$ cat src/rtl/wca_pkg.sv
// Purpose: constants for the window comparator alert register bank
// Assumes: classic wishbone, 32-bit data, byte-index offsets scaled by four
// Notes:   register contents are 8 bits wide in the low byte
package wca_pkg;
   localparam logic [7:0] IDX_FIRST_ALERT = 8'h03;
   localparam logic [7:0] IDX_LOW_FLAGS   = 8'h0c;
   localparam logic [7:0] IDX_HIGH_FLAGS  = 8'h0e;
   localparam logic [7:0] IDX_BLOCK_EN    = 8'h30;
   localparam logic [7:0] IDX_ALERT_EN    = 8'h34;
   localparam logic [7:0] IDX_EVENT_COUNT = 8'h36;
   localparam logic [7:0] IDX_CH1_LTH_LO  = 8'h3e;
   localparam logic [7:0] IDX_CH1_LTH_HI  = 8'h3f;
   localparam logic [7:0] IDX_CH1_HYS     = 8'h41;
   localparam logic [7:0] IDX_IRQ_STATUS  = 8'h50;
   localparam logic [7:0] IDX_IRQ_MASK    = 8'h51;
   localparam logic [7:0] IDX_CONTROL     = 8'h52;
   localparam int         CTL_SEQ_GO      = 0;
   localparam int         CTL_GEN_CALL    = 1;
   localparam int         CNT_LSB         = 4;
   localparam int         CHID_LSB        = 4;
   localparam logic [3:0] CHID_CH0        = 4'h0;
   localparam logic [3:0] CHID_CH1        = 4'h1;
   localparam logic [7:0] RST_BYTE        = 8'h00;
   localparam logic [1:0] RST_ALERT_EN    = 2'h0;
   localparam logic [7:0] MASK_LTH_HI     = 8'h0f;
   localparam logic [7:0] MASK_HYS        = 8'h3f;
   localparam logic [7:0] MASK_CNT        = 8'hf0;
   localparam logic [7:0] MASK_FLAGS      = 8'h03;
   localparam logic [7:0] MASK_EN         = 8'h01;
   localparam logic [7:0] MASK_IRQ        = 8'h0f;
endpackage

$ cat src/rtl/wca_cmp_if.sv
// Purpose: carries one channel's comparator settings and results
// Assumes: 12-bit samples
// Notes:   shared count reaches every channel
`timescale 1ns/1ps
interface wca_cmp_if;
   logic [11:0] high_thr;
   logic [11:0] low_thr;
   logic [5:0]  hyst;
   logic [4:0]  count;
   logic        run;
   logic        high_hit;
   logic        low_hit;
   modport ctl (output high_thr, low_thr, hyst, count, run, input high_hit, low_hit);
   modport chn (input high_thr, low_thr, hyst, count, run, output high_hit, low_hit);
endinterface

$ cat src/rtl/window_comparator_alert_regs.sv
// Purpose: register bank and alert logic of a two-channel window comparator
// Assumes: classic wishbone slave, word index = adr[9:2], data in low byte
// Notes:   ack one cycle after request; unmapped reads return zero
`timescale 1ns/1ps
module window_comparator_alert_regs (
   input  wire logic        i_mclk,
   input  wire logic        i_rst_n,
   input  wire logic        i_ce,
   input  wire logic        i_wb_cyc,
   input  wire logic        i_wb_stb,
   input  wire logic        i_wb_we,
   input  wire logic [31:0] i_wb_adr,
   input  wire logic [3:0]  i_wb_sel,
   input  wire logic [31:0] i_wb_dat,
   output logic      [31:0] o_wb_dat,
   output logic             o_wb_ack,
   input  wire logic        i_sample_vld,
   input  wire logic        i_sample_ch,
   input  wire logic [11:0] i_sample,
   input  wire logic [11:0] i_ch0_high_thr,
   input  wire logic [11:0] i_ch0_low_thr,
   input  wire logic [5:0]  i_ch0_hyst,
   input  wire logic [11:0] i_ch1_high_thr,
   output logic             o_alert,
   output logic             o_irq
);
   logic [7:0] lth_lo_ff;
   logic [7:0] lth_hi_ff;
   logic [7:0] hys_ff;
   logic [7:0] cnt_ff;
   logic [7:0] en_ff;
   logic [1:0] alert_en_ff;
   logic [1:0] low_flags_ff;
   logic [1:0] high_flags_ff;
   logic [3:0] chid_ff;
   logic       chid_set_ff;
   logic [3:0] irq_stat_ff;
   logic [3:0] irq_mask_ff;
   logic       ack_ff;
   logic [7:0] rdat_ff;

   wca_cmp_if cmp0 ();
   wca_cmp_if cmp1 ();

   logic [7:0] idx;
   logic       req;
   logic       wr;
   logic [7:0] wb;
   logic       gen_call;
   logic       seq_go;
   logic [1:0] new_low;
   logic [1:0] new_high;
   logic [1:0] ch_alert;
   logic       any_alert;
   logic [3:0] irq_ev;
   logic [4:0] persist;
   logic [7:0] rd_mux;

   assign idx    = i_wb_adr[9:2];
   assign req    = i_wb_cyc && i_wb_stb && !ack_ff;
   assign wr     = req && i_wb_we && i_wb_sel[0];
   assign wb     = i_wb_dat[7:0];
   assign seq_go   = wr && (idx == wca_pkg::IDX_CONTROL) && wb[wca_pkg::CTL_SEQ_GO];
   assign gen_call = wr && (idx == wca_pkg::IDX_CONTROL) && wb[wca_pkg::CTL_GEN_CALL];
   assign persist  = {1'b0, cnt_ff[7:wca_pkg::CNT_LSB]} + 5'h01;

   // channel 0 thresholds and hysteresis live elsewhere and arrive on ports
   assign cmp0.high_thr = i_ch0_high_thr;
   assign cmp0.low_thr  = i_ch0_low_thr;
   assign cmp0.hyst     = i_ch0_hyst;
   assign cmp0.count    = persist;
   assign cmp0.run      = en_ff[0];
   assign cmp1.high_thr = i_ch1_high_thr;
   assign cmp1.low_thr  = {lth_hi_ff[3:0], lth_lo_ff};
   assign cmp1.hyst     = hys_ff[5:0];
   assign cmp1.count    = persist;
   assign cmp1.run      = en_ff[0];

   wca_channel u_ch0 (
      .i_mclk       (i_mclk),
      .i_rst_n      (i_rst_n),
      .i_ce         (i_ce),
      .i_sample_vld (i_sample_vld && !i_sample_ch),
      .i_sample     (i_sample),
      .cmp          (cmp0.chn)
   );
   wca_channel u_ch1 (
      .i_mclk       (i_mclk),
      .i_rst_n      (i_rst_n),
      .i_ce         (i_ce),
      .i_sample_vld (i_sample_vld && i_sample_ch),
      .i_sample     (i_sample),
      .cmp          (cmp1.chn)
   );

   assign new_low   = {cmp1.low_hit, cmp0.low_hit} & alert_en_ff;
   assign new_high  = {cmp1.high_hit, cmp0.high_hit} & alert_en_ff;
   assign ch_alert  = new_low | new_high;
   assign any_alert = |ch_alert;
   assign irq_ev    = {new_high, new_low};
   assign o_alert   = |(low_flags_ff | high_flags_ff);
   assign o_irq     = |(irq_stat_ff & irq_mask_ff);
   assign o_wb_ack  = ack_ff;
   assign o_wb_dat  = {24'h000000, rdat_ff};

   // reserved bits read as zero by masking on read
   assign rd_mux =
      (idx == wca_pkg::IDX_FIRST_ALERT) ? {chid_ff, 4'h0} :
      (idx == wca_pkg::IDX_LOW_FLAGS)   ? {6'h00, low_flags_ff} :
      (idx == wca_pkg::IDX_HIGH_FLAGS)  ? {6'h00, high_flags_ff} :
      (idx == wca_pkg::IDX_BLOCK_EN)    ? (en_ff & wca_pkg::MASK_EN) :
      (idx == wca_pkg::IDX_ALERT_EN)    ? {6'h00, alert_en_ff} :
      (idx == wca_pkg::IDX_EVENT_COUNT) ? (cnt_ff & wca_pkg::MASK_CNT) :
      (idx == wca_pkg::IDX_CH1_LTH_LO)  ? lth_lo_ff :
      (idx == wca_pkg::IDX_CH1_LTH_HI)  ? (lth_hi_ff & wca_pkg::MASK_LTH_HI) :
      (idx == wca_pkg::IDX_CH1_HYS)     ? (hys_ff & wca_pkg::MASK_HYS) :
      (idx == wca_pkg::IDX_IRQ_STATUS)  ? {4'h0, irq_stat_ff} :
      (idx == wca_pkg::IDX_IRQ_MASK)    ? {4'h0, irq_mask_ff} : 8'h00;

   always_ff @(posedge i_mclk or negedge i_rst_n) begin
      if (!i_rst_n) begin
         ack_ff  <= 1'b0;
         rdat_ff <= wca_pkg::RST_BYTE;
      end else if (i_ce) begin
         ack_ff  <= req;
         rdat_ff <= req ? rd_mux : wca_pkg::RST_BYTE;
      end
   end

   // configuration registers; reserved bits are dropped on write
   always_ff @(posedge i_mclk or negedge i_rst_n) begin
      if (!i_rst_n) begin
         lth_lo_ff   <= wca_pkg::RST_BYTE;
         lth_hi_ff   <= wca_pkg::RST_BYTE;
         hys_ff      <= wca_pkg::RST_BYTE;
         cnt_ff      <= wca_pkg::RST_BYTE;
         en_ff       <= wca_pkg::RST_BYTE;
         alert_en_ff <= wca_pkg::RST_ALERT_EN;
         irq_mask_ff <= 4'h0;
      end else if (i_ce && wr) begin
         if (idx == wca_pkg::IDX_CH1_LTH_LO) lth_lo_ff <= wb;
         if (idx == wca_pkg::IDX_CH1_LTH_HI) lth_hi_ff <= wb & wca_pkg::MASK_LTH_HI;
         if (idx == wca_pkg::IDX_CH1_HYS)    hys_ff <= wb & wca_pkg::MASK_HYS;
         if (idx == wca_pkg::IDX_EVENT_COUNT) cnt_ff <= wb & wca_pkg::MASK_CNT;
         if (idx == wca_pkg::IDX_BLOCK_EN)   en_ff <= wb & wca_pkg::MASK_EN;
         if (idx == wca_pkg::IDX_ALERT_EN)   alert_en_ff <= wb[1:0];
         if (idx == wca_pkg::IDX_IRQ_MASK)   irq_mask_ff <= wb[3:0];
      end
   end

   // flags: set wins over write-one-to-clear; general call clears the low and high flags but not irq status
   always_ff @(posedge i_mclk or negedge i_rst_n) begin
      if (!i_rst_n) begin
         low_flags_ff  <= 2'h0;
         high_flags_ff <= 2'h0;
         irq_stat_ff   <= 4'h0;
      end else if (i_ce) begin
         if (gen_call) begin
            low_flags_ff  <= new_low;
            high_flags_ff <= new_high;
         end else begin
            low_flags_ff  <= (low_flags_ff & ~((wr && idx == wca_pkg::IDX_LOW_FLAGS)
                             ? wb[1:0] : 2'h0)) | new_low;
            high_flags_ff <= (high_flags_ff & ~((wr && idx == wca_pkg::IDX_HIGH_FLAGS)
                             ? wb[1:0] : 2'h0)) | new_high;
         end
         irq_stat_ff <= (irq_stat_ff & ~((wr && idx == wca_pkg::IDX_IRQ_STATUS)
                        ? wb[3:0] : 4'h0)) | irq_ev;
      end
   end

   // first-alert record latches once until cleared
   always_ff @(posedge i_mclk or negedge i_rst_n) begin
      if (!i_rst_n) begin
         chid_ff     <= wca_pkg::CHID_CH0;
         chid_set_ff <= 1'b0;
      end else if (i_ce) begin
         if (seq_go || gen_call) begin
            chid_ff     <= wca_pkg::CHID_CH0;
            chid_set_ff <= 1'b0;
         end else if (any_alert && !chid_set_ff) begin
            chid_ff     <= ch_alert[0] ? wca_pkg::CHID_CH0 : wca_pkg::CHID_CH1;
            chid_set_ff <= 1'b1;
         end
      end
   end
endmodule

$ cat src/rtl/wca_channel.sv
// Purpose: one channel of the window comparator with persistence and hysteresis
// Assumes: i_sample_vld marks one conversion result
// Notes:   hit outputs pulse once per confirmed crossing
`timescale 1ns/1ps
module wca_channel (
   input  wire logic        i_mclk,
   input  wire logic        i_rst_n,
   input  wire logic        i_ce,
   input  wire logic        i_sample_vld,
   input  wire logic [11:0] i_sample,
   wca_cmp_if.chn           cmp
);
   logic [4:0]  hi_cnt_ff;
   logic [4:0]  lo_cnt_ff;
   logic        hi_act_ff;
   logic        lo_act_ff;
   logic        hi_hit_ff;
   logic        lo_hit_ff;
   logic [12:0] hi_release;
   logic [12:0] lo_release;
   logic        hi_cond;
   logic        lo_cond;
   logic        hi_rel;
   logic        lo_rel;

   // release points sit hysteresis away from each threshold
   assign hi_release = {1'b0, cmp.high_thr} - {7'h00, cmp.hyst};
   assign lo_release = {1'b0, cmp.low_thr} + {7'h00, cmp.hyst};
   assign hi_cond    = i_sample >= cmp.high_thr;
   assign lo_cond    = i_sample <= cmp.low_thr;
   assign hi_rel     = hi_release[12] || ({1'b0, i_sample} < hi_release);
   assign lo_rel     = {1'b0, i_sample} > lo_release;
   assign cmp.high_hit = hi_hit_ff;
   assign cmp.low_hit  = lo_hit_ff;

   always_ff @(posedge i_mclk or negedge i_rst_n) begin
      if (!i_rst_n) begin
         hi_cnt_ff <= 5'h00;
         lo_cnt_ff <= 5'h00;
         hi_act_ff <= 1'b0;
         lo_act_ff <= 1'b0;
         hi_hit_ff <= 1'b0;
         lo_hit_ff <= 1'b0;
      end else if (i_ce) begin
         hi_hit_ff <= 1'b0;
         lo_hit_ff <= 1'b0;
         if (!cmp.run) begin
            hi_cnt_ff <= 5'h00;
            lo_cnt_ff <= 5'h00;
            hi_act_ff <= 1'b0;
            lo_act_ff <= 1'b0;
         end else if (i_sample_vld) begin
            // consecutive hits are counted; a miss restarts the run
            hi_cnt_ff <= hi_cond ? ((hi_cnt_ff == cmp.count) ? hi_cnt_ff
                                    : hi_cnt_ff + 5'h01) : 5'h00;
            lo_cnt_ff <= lo_cond ? ((lo_cnt_ff == cmp.count) ? lo_cnt_ff
                                    : lo_cnt_ff + 5'h01) : 5'h00;
            if (!hi_act_ff && hi_cond && (hi_cnt_ff + 5'h01 == cmp.count)) begin
               hi_act_ff <= 1'b1;
               hi_hit_ff <= 1'b1;
            end else if (hi_act_ff && hi_rel) begin
               hi_act_ff <= 1'b0;
            end
            if (!lo_act_ff && lo_cond && (lo_cnt_ff + 5'h01 == cmp.count)) begin
               lo_act_ff <= 1'b1;
               lo_hit_ff <= 1'b1;
            end else if (lo_act_ff && lo_rel) begin
               lo_act_ff <= 1'b0;
            end
         end
      end
   end
endmodule

$ cat config.mk
export PLATFORM = sky130hd
export DESIGN_NAME = window_comparator_alert_regs
export DESIGN_NICKNAME = d
export VERILOG_FILES = /design/src/rtl/wca_pkg.sv /design/src/rtl/wca_cmp_if.sv /design/src/rtl/window_comparator_alert_regs.sv /design/src/rtl/wca_channel.sv
export SDC_FILE = /design/constraint.sdc
export NUM_CORES = 1
export LEC_CHECK = 0
export BUFFER_PORTS_ARGS = -buffer_cell sky130_fd_sc_hd__buf_4
export CAP_MARGIN = 20
export CORE_UTILIZATION = 45
export DETAILED_ROUTE_END_ITERATION = 8
export PLACE_DENSITY_LB_ADDON = 0.15
export SLEW_MARGIN = 5
export SYNTH_ARGS = -nofsm -noshare
export SYNTH_HDL_FRONTEND = slang
export SYNTH_SLANG_ARGS = --single-unit
$ cat constraint.sdc
create_clock -name i_mclk -period 3.8 [get_ports i_mclk]
set_input_delay 0.38 -clock i_mclk [delete_from_list [all_inputs] [get_ports i_mclk]]
set_output_delay 0.38 -clock i_mclk [all_outputs]
set_load 0.1 [all_outputs]
==> impl_metrics.yaml, run 1 <==
clock_tree:
  cts_sinks: 76
  clock_latency_ps: 350
  cts_root_buffer: "clkbuf_16"
  clk_pin_slew_ps: 70
  cts_buffers: 9
  cts_tree: "done"
  cts_setup_buffers: 0
  h-tree-depth: 3
  clk_path_buf_depth: 2
synthesis:
  synth_adder_area_share: 0.204
  synth-simple-area-share: 0.167
  ys_seq_area_frac: 0.239
  synth.area.top_cells: "dfrtp_1, ha_1, xnor2_1"
  synth_cells: 916
  postSynthAreaPerCell_um2: 8.67
  ys_seq_elements: 76
  synth_warnings: 0
  async_reset_ff_frac: 1.00
  synth_xor_area_frac: 0.0863
  synth.top_cell.area_share: 0.239
  synth_most_common_cell: "ha_1"
  synth.area.mux_share: 0.0348
  yosysTopAreaCell: "dfrtp_1"
  ys.flop_type: "dfrtp_1"
  synth_compound_area_frac: 0.196
  synth_top_family_by_area: "adder cells"
  synthTopCellsByCount: "ha_1, inv_1, dfrtp_1, nand2_1, o21ai_0"
  synth-edff-count: 0
  synthesis.area_um2: 7940
  ys_types: 69
grt:
  grt_overflow: 0
  grt_use_total: 0.247
  antenna_found_initial: 0
  grt_first_pass_wirelength_um: 34900
  grt_pass1_vias: 6790
  grt_max_degree: 77
critical_path:
  cp_max_fo: 4
  critPathMaxStageDelay_ps: 680
  crit_type: "reg -> reg"
  startpoint: "lth_lo_ff[1]$_DFFE_PN0P_"
  cp_slowest_cell: "or4b_2"
  timing.rr.end: "u_ch1.lo_act_ff$_DFFE_PN0P_"
  r2r_cells: 16
  critPathCaptureType: "register"
  r2r_setup_slack_ps: 250
  crit_arrival_ps: 3840
  cp-start-kind: "register"
  cp_cell_sequence: "ha_1 > a21o_1 > a21oi_2 > nor2b_1 > o21a_1 > o31a_1 > nand2_1 > xnor2_1 > ha_1 > or4b_2 > a221oi_2 > o21ai_1 > a211oi_2 > a311oi_2 > a21boi_1 > a221o_1"
  cp_data_required_time_ps: 4090
  cp_top_family: "compound AO/OA/AOI/OAI gates"
  crit_top_cell: "ha_1"
  path_buf_inv: 0
  r2r-start: "lth_lo_ff[1]$_DFFE_PN0P_"
die:
  die_area_um2: 18200
  num_rows: 48
  ios: 165
  die_w_um: 135
  coreArea_um2: 17300
  initial_core_util: 0.459
  dieHeight_um: 135
cells_and_area:
  fillCellCount: 1665
  finalInstanceArea_um2: 9140
  n_antenna_cell: 0
  final_core_util: 0.529
  syn2layout_area_growth_pct: 15.1
  drive_above_1_share: 0.161
  nets: 1261
sta:
  hold_violations: 0
  tightest_slew_ps: 985
  slew_headroom: 0.343
  setup_viol: 0
  rsz0062_at_grt: "yes"
  post-route-min-period_ps: 3550
  drv_slew: 0
  max_freq_ghz: 0.282
  skew_ps: 10.8
  period_share: 0.933
route:
  firstDrtPassIters: 5
  drt-initial-drc-count: 397
  wire_per_inst_um: 17.3
  vias: 6946
  ant_nets: 0
  vias_per_cell: 5.63
  routed_wirelength_um: 21300
  route.detailed.drc: 0
power_and_ir_drop:
  power_mw: 2.81
  p_seq_frac: 0.345
  leakage_nw: 4.41
  switching_share: 0.362
  intPower_mw: 1.80
  power_frac_clock: 0.316
  comb_power_share: 0.340
  p_per_area_nw_per_um2: 308
  net-switching-power_mw: 1.02
  ir_drop_v: 0.000277
job:
  drv_cap: 0
place:
  routabilityCongestion: 0.852
  dp_hpwl_um: 16700
  io_buffers: 89
  detailed_place.area_um2: 8790
hold_path:
  hold_class: "in -> async"
run_status:
  status: "finished clean"
## layout make-up
type	instances	area, um^2	share of cell area
Clock buffer	9	225	0.0246
Timing Repair Buffer	100	751	0.0821
Multi-Input combinational cell	736	5600	0.612
Sequential cell	76	1900	0.208
Clock inverter	7	81.3	0.00889
Tap cell	225	282	0.0308
Inverter	81	304	0.0333
## metrics by stage
step	instances	setup TNS (ps)	hold slack, ps	worst slack (ps)
2_1_floorplan	939	0	84.4	382
3_3_place_gp	1218	0	477	74.7
3_5_place_dp	1218	0	481	6.40
4_1_cts	1234	0	226	34.6
5_1_grt	1234	-18.3	268	-18.3
6_report	1234	0	192	253
## cell usage in the layout (no fill, tap or decap), types with 7 or more instances in the layout
cell,synthesis,final
a211oi_1,9,8
a21o_1,16,16
a21oi_1,39,38
a22oi_1,7,7
a32o_1,9,9
and3_1,14,14
buf_4,24,100
clkbuf_16,0,9
conb_1,1,24
dfrtp_1,76,75
ha_1,123,122
inv_1,81,81
mux2_2,21,21
nand2_1,67,67
nand2b_1,22,22
nand3_1,26,26
nand4_1,21,21
nor2_1,33,33
nor2b_1,14,13
nor3_1,13,13
o211ai_1,8,8
o21a_1,8,8
o21ai_0,66,65
o2bb2ai_1,10,10
or2_2,7,7
xnor2_1,42,42
xor2_1,30,30
## worst max path at each step
stage,slack (ps),to,depth (start not counted)
3_5_place_dp,6,u_ch1.lo_act_ff$_DFFE_PN0P_,16
3_3_place_gp,70,u_ch1.lo_act_ff$_DFFE_PN0P_,16
4_1_cts,30,u_ch1.lo_act_ff$_DFFE_PN0P_,16
5_1_grt,-20,u_ch1.lo_act_ff$_DFFE_PN0P_,17
6_report,250,u_ch1.lo_act_ff$_DFFE_PN0P_,16
2_1_floorplan,380,u_ch1.lo_act_ff$_DFFE_PN0P_,16
## power by group through the flow
stage          Combinational, mW  Clock, mW  Sequential, mW
3_3_place_gp               0.941          0           0.983
3_5_place_dp               0.952          0           0.984
5_1_grt                     1.08      0.948           0.984
6_report                   0.956      0.889           0.969
2_1_floorplan              0.715          0           0.961
4_1_cts                    0.957      0.905           0.970
## cells by family after synthesis
logic type	after synthesis
AOI/OAI and AO/OA	232
xor gates and xnor gates	75
adders and majority gates	127
buffers and inverters	127
DFF	76
muxes	25
other	1
and+or+nand+nor	253
## what timing repair did
item,CTS,global route
gates resized for setup,1,11
pin swaps,0,2
setup endpoints to repair,1,2
hold buffers,0,0
## metal layers
layer	GRT usage	routed length [um]	up-vias
met5	0	0	-
met4	0.0449	240	0
met3	0.0360	818	18
met2	0.417	10000	168
met1	0.338	10200	3291
li1	-	-	3469
## registers in the layout (all words and copies together), names as in the netlist, 5 cells and up
name / cells
rdat_ff: 8
u_ch0.hi_cnt_ff: 5
u_ch1.hi_cnt_ff: 5
u_ch0.lo_cnt_ff: 5
hys_ff: 6
lth_lo_ff: 8
u_ch1.lo_cnt_ff: 5
(Power assumes the default switching activity.)
==> run 2: changes to the inputs <==
--- a/config.mk
+++ b/config.mk
@@ -8,4 +8,5 @@
 export BUFFER_PORTS_ARGS = -buffer_cell sky130_fd_sc_hd__buf_4
 export CAP_MARGIN = 20
+export CORE_ASPECT_RATIO = 1.2
 export CORE_UTILIZATION = 45
 export DETAILED_ROUTE_END_ITERATION = 8
@@ -15,2 +16,3 @@
 export SYNTH_HDL_FRONTEND = slang
 export SYNTH_SLANG_ARGS = --single-unit
+export TNS_END_PERCENT = 100
==> constraint.sdc (replaced) <==
create_clock -name i_mclk -period 3.8 [get_ports i_mclk]
set_input_delay 0.76 -clock i_mclk [delete_from_list [all_inputs] [get_ports i_mclk]]
set_output_delay 0.76 -clock i_mclk [all_outputs]
set_load 0.1 [all_outputs]
==> run 2 against run 1 <==
Clock skew down 3.1 ps; critical path depth unchanged; global-route usage decreased by 0.87 points; combinational power grew 1%; total power fell by 0.80%; die area barely moved; first-iteration DRC count is 0.50% higher; highest routed layer unchanged.
==> impl_metrics.yaml, run 2 (synthesis gave the netlist of run 1 again) <==
run_status:
  status: "finished clean"
critical_path:
  timing.rr.end: "u_ch1.lo_act_ff$_DFFE_PN0P_"
  path_buf_inv: 0
  startpoint: "lth_lo_ff[1]$_DFFE_PN0P_"
  cp.depth: 16
  cp_slowest_cell: "or4b_2"
  cp_cell_sequence: "ha_1 > a21o_1 > a21oi_2 > nor2b_1 > o21a_1 > o31a_1 > nand2_1 > xnor2_1 > ha_1 > or4b_2 > a221oi_2 > o21ai_1 > a211oi_1 > a311oi_1 > a21boi_1 > a221o_1"
  r2r_setup_slack_ps: 190
  cp_data_required_time_ps: 4080
  cp-start-kind: "register"
  critPathCaptureType: "register"
  critPathMaxStageDelay_ps: 670
  crit_top_cell: "ha_1"
  cp_max_fo: 3
  cp_top_family: "compound AO/OA/AOI/OAI gates"
  cp-endpoint: "u_ch1.lo_act_ff$_DFFE_PN0P_"
  r2r-start: "lth_lo_ff[1]$_DFFE_PN0P_"
  r2r_cells: 16
  crit_arrival_ps: 3890
  crit_type: "reg -> reg"
power_and_ir_drop:
  ir_drop_v: 0.000244
  leakage_nw: 4.52
  p_per_area_nw_per_um2: 301
sta:
  setup_viol: 0
  hold_violations: 0
  fin_ws_ps: 186
  skew_ps: 7.68
  max_freq_ghz: 0.277
  slew_headroom: 0.350
  tightest_slew_ps: 976
  post-route-min-period_ps: 3610
  finalSetupTns_ps: 0
  drv_slew: 0
  rsz0062_at_grt: "yes"
  period_share: 0.951
hold_path:
  hold_class: "reg -> reg"
place:
  dp_hpwl_um: 16600
  dpl_worst_slack_ps: -182
  io_buffers: 89
  routabilityCongestion: 0.895
cells_and_area:
  n_antenna_cell: 0
  largestRegisters: "lth_lo_ff: 8 flops, rdat_ff: 8 flops, hys_ff: 6 flops"
  drive_above_1_share: 0.174
  syn2layout_area_growth_pct: 16.9
  nets: 1286
  fillCellCount: 1628
  layout_common_cells: "buf_4, ha_1, inv_1"
  final_common_cell: "buf_4"
route:
  firstDrtPassIters: 5
  vias: 7117
  ant_nets: 0
  vias_per_cell: 5.69
  route.detailed.drc: 0
  routed_wirelength_um: 21000
  drt-initial-drc-count: 399
  wire_per_inst_um: 16.8
die:
  ios: 165
  initial_core_util: 0.466
  die_w_um: 123
  die_area_um2: 18200
  dieHeight_um: 148
  coreArea_um2: 17000
  num_rows: 52
grt:
  antenna_found_initial: 0
  grt_pass1_vias: 6749
  grt_use_total: 0.239
  grt_first_pass_wirelength_um: 33900
  grt_overflow: 0
  grt_max_degree: 77
clock_tree:
  h-tree-depth: 3
  clk_pin_slew_ps: 60
  cts_hold_buf: 0
  clk_path_buf_depth: 2
  cts_buffers: 9
  cts_tree: "done"
  clock_latency_ps: 340
  cts_sinks: 76
  cts_root_buffer: "clkbuf_16"
job:
  drv_cap: 0
-- run 2: final cells by class --
class,count,area [um^2],area share
multi-input combinational,736,5570,0.600
sequential,76,1900,0.205
timing repair buffer,125,938,0.101
inverter,81,304,0.0327
tap,216,270,0.0291
clock buffer,11,233,0.0251
clock inverter,5,62.6,0.00674
-- run 2: power breakdown --
part / internal (mW) / switching [mW] / total (mW)
clock: 0.511 / 0.341 / 0.852
combinational: 0.413 / 0.556 / 0.968
sequential: 0.877 / 0.0935 / 0.970
-- run 2: worst register-to-register path: stages (launching register included) --
cell	delay, ps
dfrtp_1	410
ha_1	300
a21o_1	200
a21oi_2	160
nor2b_1	60
o21a_1	180
o31a_1	260
nand2_1	80
xnor2_1	80
ha_1	190
or4b_2	670
a221oi_2	180
o21ai_1	90
a211oi_1	180
a311oi_1	110
a21boi_1	260
a221o_1	140
-- run 2: worst min path at each step --
stage,depth (start not counted),end,slack (ps),from
4_1_cts,1,rdat_ff[3]$_DFFE_PN0P_,500,rdat_ff[3]$_DFFE_PN0P_
5_1_grt,1,rdat_ff[3]$_DFFE_PN0P_,530,rdat_ff[3]$_DFFE_PN0P_
6_report,1,rdat_ff[7]$_DFFE_PN0P_,490,rdat_ff[7]$_DFFE_PN0P_
3_5_place_dp,1,rdat_ff[3]$_DFFE_PN0P_,480,rdat_ff[3]$_DFFE_PN0P_
3_3_place_gp,1,rdat_ff[2]$_DFFE_PN0P_,490,rdat_ff[2]$_DFFE_PN0P_
2_1_floorplan,0,alert_en_ff[0]$_DFFE_PN0P_,460,i_rst_n
-- run 2: timing repair --
action / 4_1_cts / 5_1_grt
buffers inserted: 0 / 2
hold endpoints to repair: 0 / 0
gates cloned: 0 / 0
gates resized for setup: 1 / 7
pin swaps: 0 / 2
endpoints found under the setup margin: 1 / 3
-- run 2: metal layers --
metal / global-route usage / wire length (um) / up-vias
met5: 0 / 0 / -
met4: 0.0657 / 335 / 0
met3: 0.0243 / 878 / 23
met2: 0.399 / 10000 / 164
met1: 0.325 / 9750 / 3389
li1: - / - / 3541
-- run 2: stage by stage --
stage	std cells	power [mW]	area [um^2]	hold slack [ps]	util
2_1_floorplan	939	1.68	8030	456	-
3_5_place_dp	1232	1.95	8960	480	0.525
3_3_place_gp	1232	1.94	8960	489	0.525
6_report	1250	2.79	9280	494	0.545
5_1_grt	1250	2.98	9280	529	0.545
4_1_cts	1248	2.81	9250	496	0.543
==> run 3: changes to the inputs <==
Settings changed: SETUP_SLACK_MARGIN set to 0.3.
Clock period 3.8 ns to 3.9 ns, I/O delays scaled along.
==> run 3 against run 2 <==
Via count decreased by 1.5%; largest cell class unchanged; cell area increased by 0.39%; critical path depth increased by 3; die area unchanged; global-route usage increased by 0.20 points.
==> impl_metrics.yaml, run 3 (synthesis gave the netlist of run 1 again) <==
run_status:
  status: "finished clean"
hold_path:
  hp-start: "rdat_ff[2]$_DFFE_PN0P_"
  hold_class: "reg -> reg"
critical_path:
  timing.rr.end: "u_ch1.hi_act_ff$_DFFE_PN0P_"
  cp-endpoint: "u_ch1.hi_act_ff$_DFFE_PN0P_"
  cp-start-kind: "register"
  r2r-start: "hys_ff[0]$_DFFE_PN0P_"
  r2r_cells: 19
  crit_type: "reg -> reg"
  critPathCaptureType: "register"
  cp_data_required_time_ps: 4120
  r2r_setup_slack_ps: 320
  cp_max_fo: 3
  startpoint: "hys_ff[0]$_DFFE_PN0P_"
  crit_arrival_ps: 3810
die:
  num_rows: 52
  die_area_um2: 18200
  ios: 165
  dieHeight_um: 148
  die_w_um: 123
  initial_core_util: 0.466
  coreArea_um2: 17000
cells_and_area:
  nets: 1277
  drive_above_1_share: 0.185
  multiInputGateArea_um2: 5670
  syn2layout_area_growth_pct: 17.3
  n_antenna_cell: 0
  final_core_util: 0.547
  final_common_cell: "ha_1"
  final_cells: 1241
  largestRegisters: "lth_lo_ff: 8 flops, rdat_ff: 8 flops, hys_ff: 6 flops"
  fillCellCount: 1661
  regArea_um2: 1900
  layout_common_cells: "ha_1, buf_4, inv_1"
place:
  routabilityCongestion: 0.885
  dp_hpwl_um: 16500
  io_buffers: 89
  dpl_worst_slack_ps: -104
  dp_cells: 1220
clock_tree:
  cts_tree: "done"
  cts_hold_buf: 0
  clock_latency_ps: 340
  clk_pin_slew_ps: 70
  h-tree-depth: 3
  cts_sinks: 76
  cts_root_buffer: "clkbuf_16"
  cts_buffers: 9
  clk_path_buf_depth: 2
power_and_ir_drop:
  p_per_area_nw_per_um2: 296
  switching_share: 0.363
  ir_drop_v: 0.000217
  p_seq_frac: 0.343
  intPower_mw: 1.76
  comb_power_share: 0.344
  leakage_nw: 4.50
  net-switching-power_mw: 1.00
  power_frac_clock: 0.313
route:
  wire_per_inst_um: 17.0
  drt-initial-drc-count: 371
  firstDrtPassIters: 5
  route.detailed.drc: 0
  routed_wirelength_um: 21100
  vias_per_cell: 5.65
  ant_nets: 0
  vias: 7009
sta:
  rsz0062_at_grt: "yes"
  skew_ps: 9.05
  finalSetupTns_ps: 0
  drv_slew: 0
  hold_violations: 0
  fin_ws_ps: 317
  slew_headroom: 0.355
  max_freq_ghz: 0.279
  tightest_slew_ps: 967
  post-route-min-period_ps: 3580
  period_share: 0.919
  setup_viol: 0
grt:
  grt_pass1_vias: 6957
  grt_first_pass_wirelength_um: 34200
  antenna_found_initial: 0
  grt_use_total: 0.241
  grt_max_degree: 77
  grt_overflow: 0
job:
  drv_cap: 0
==> run 3: worst min-delay path by stage <==
stage / to / slack [ps] / cells past startpoint
final: rdat_ff[2]$_DFFE_PN0P_ / 500 / 1
after floorplan: chid_ff[0]$_DFFE_PN0P_ / 460 / 1
after global routing: rdat_ff[2]$_DFFE_PN0P_ / 530 / 1
after detailed placement: rdat_ff[4]$_DFFE_PN0P_ / 480 / 1
after global placement: rdat_ff[2]$_DFFE_PN0P_ / 490 / 1
after CTS: rdat_ff[2]$_DFFE_PN0P_ / 500 / 1
==> run 3: critical path: stages (launching register included) <==
cell	delay, ps
dfrtp_1	390
buf_4	130
buf_4	140
ha_2	180
fa_2	340
nor2b_1	120
o21ai_1	80
a21oi_1	210
nor2_2	80
nand2_1	90
nor2_1	50
xnor2_1	120
ha_1	280
and3_1	160
a22o_1	210
nor4_2	260
o21ai_1	120
a31o_2	240
a31oi_4	180
o21ai_1	70
==> run 3: final cells by class <==
cell class              instances  area share
repair buffers                116      0.0934
inverters                      81      0.0326
flip-flops and latches         76       0.204
clock buffers                   9      0.0242
multi-input cells             736       0.608
clock inverters                 7     0.00859
well taps                     216      0.0290
==> run 3: per-stage QoR <==
| step | hold WS [ps] | total power, mW | area, um^2 |
|---|---|---|---|
| finish | 495 | 2.76 | 9320 |
| global route | 529 | 2.94 | 9320 |
| CTS | 497 | 2.77 | 9210 |
| detailed placement | 476 | 1.89 | 8870 |
| global placement | 489 | 1.88 | 8870 |
| floorplan | 456 | 1.63 | 8030 |
==> run 3: repair_timing <==
| item | CTS | global route |
|---|---|---|
| resized for setup | 8 | 27 |
| endpoints found under the setup margin | 2 | 3 |
| pin swaps | 2 | 18 |
| setup buffers | 1 | 4 |
==> run 3: per-layer routing <==
layer / GRT usage / part of all wire
met1: 0.321 / 0.46
met2: 0.409 / 0.48
met3: 0.0305 / 0.046
met4: 0.0566 / 0.0096
met5: 0 / 0
==> run 3: power by group through the flow <==
stage / sequential [mW] / combinational [mW] / clock [mW]
3_3_place_gp: 0.958 / 0.921 / 0
5_1_grt: 0.958 / 1.07 / 0.910
2_1_floorplan: 0.936 / 0.697 / 0
4_1_cts: 0.946 / 0.942 / 0.877
3_5_place_dp: 0.959 / 0.934 / 0
6_report: 0.948 / 0.951 / 0.864
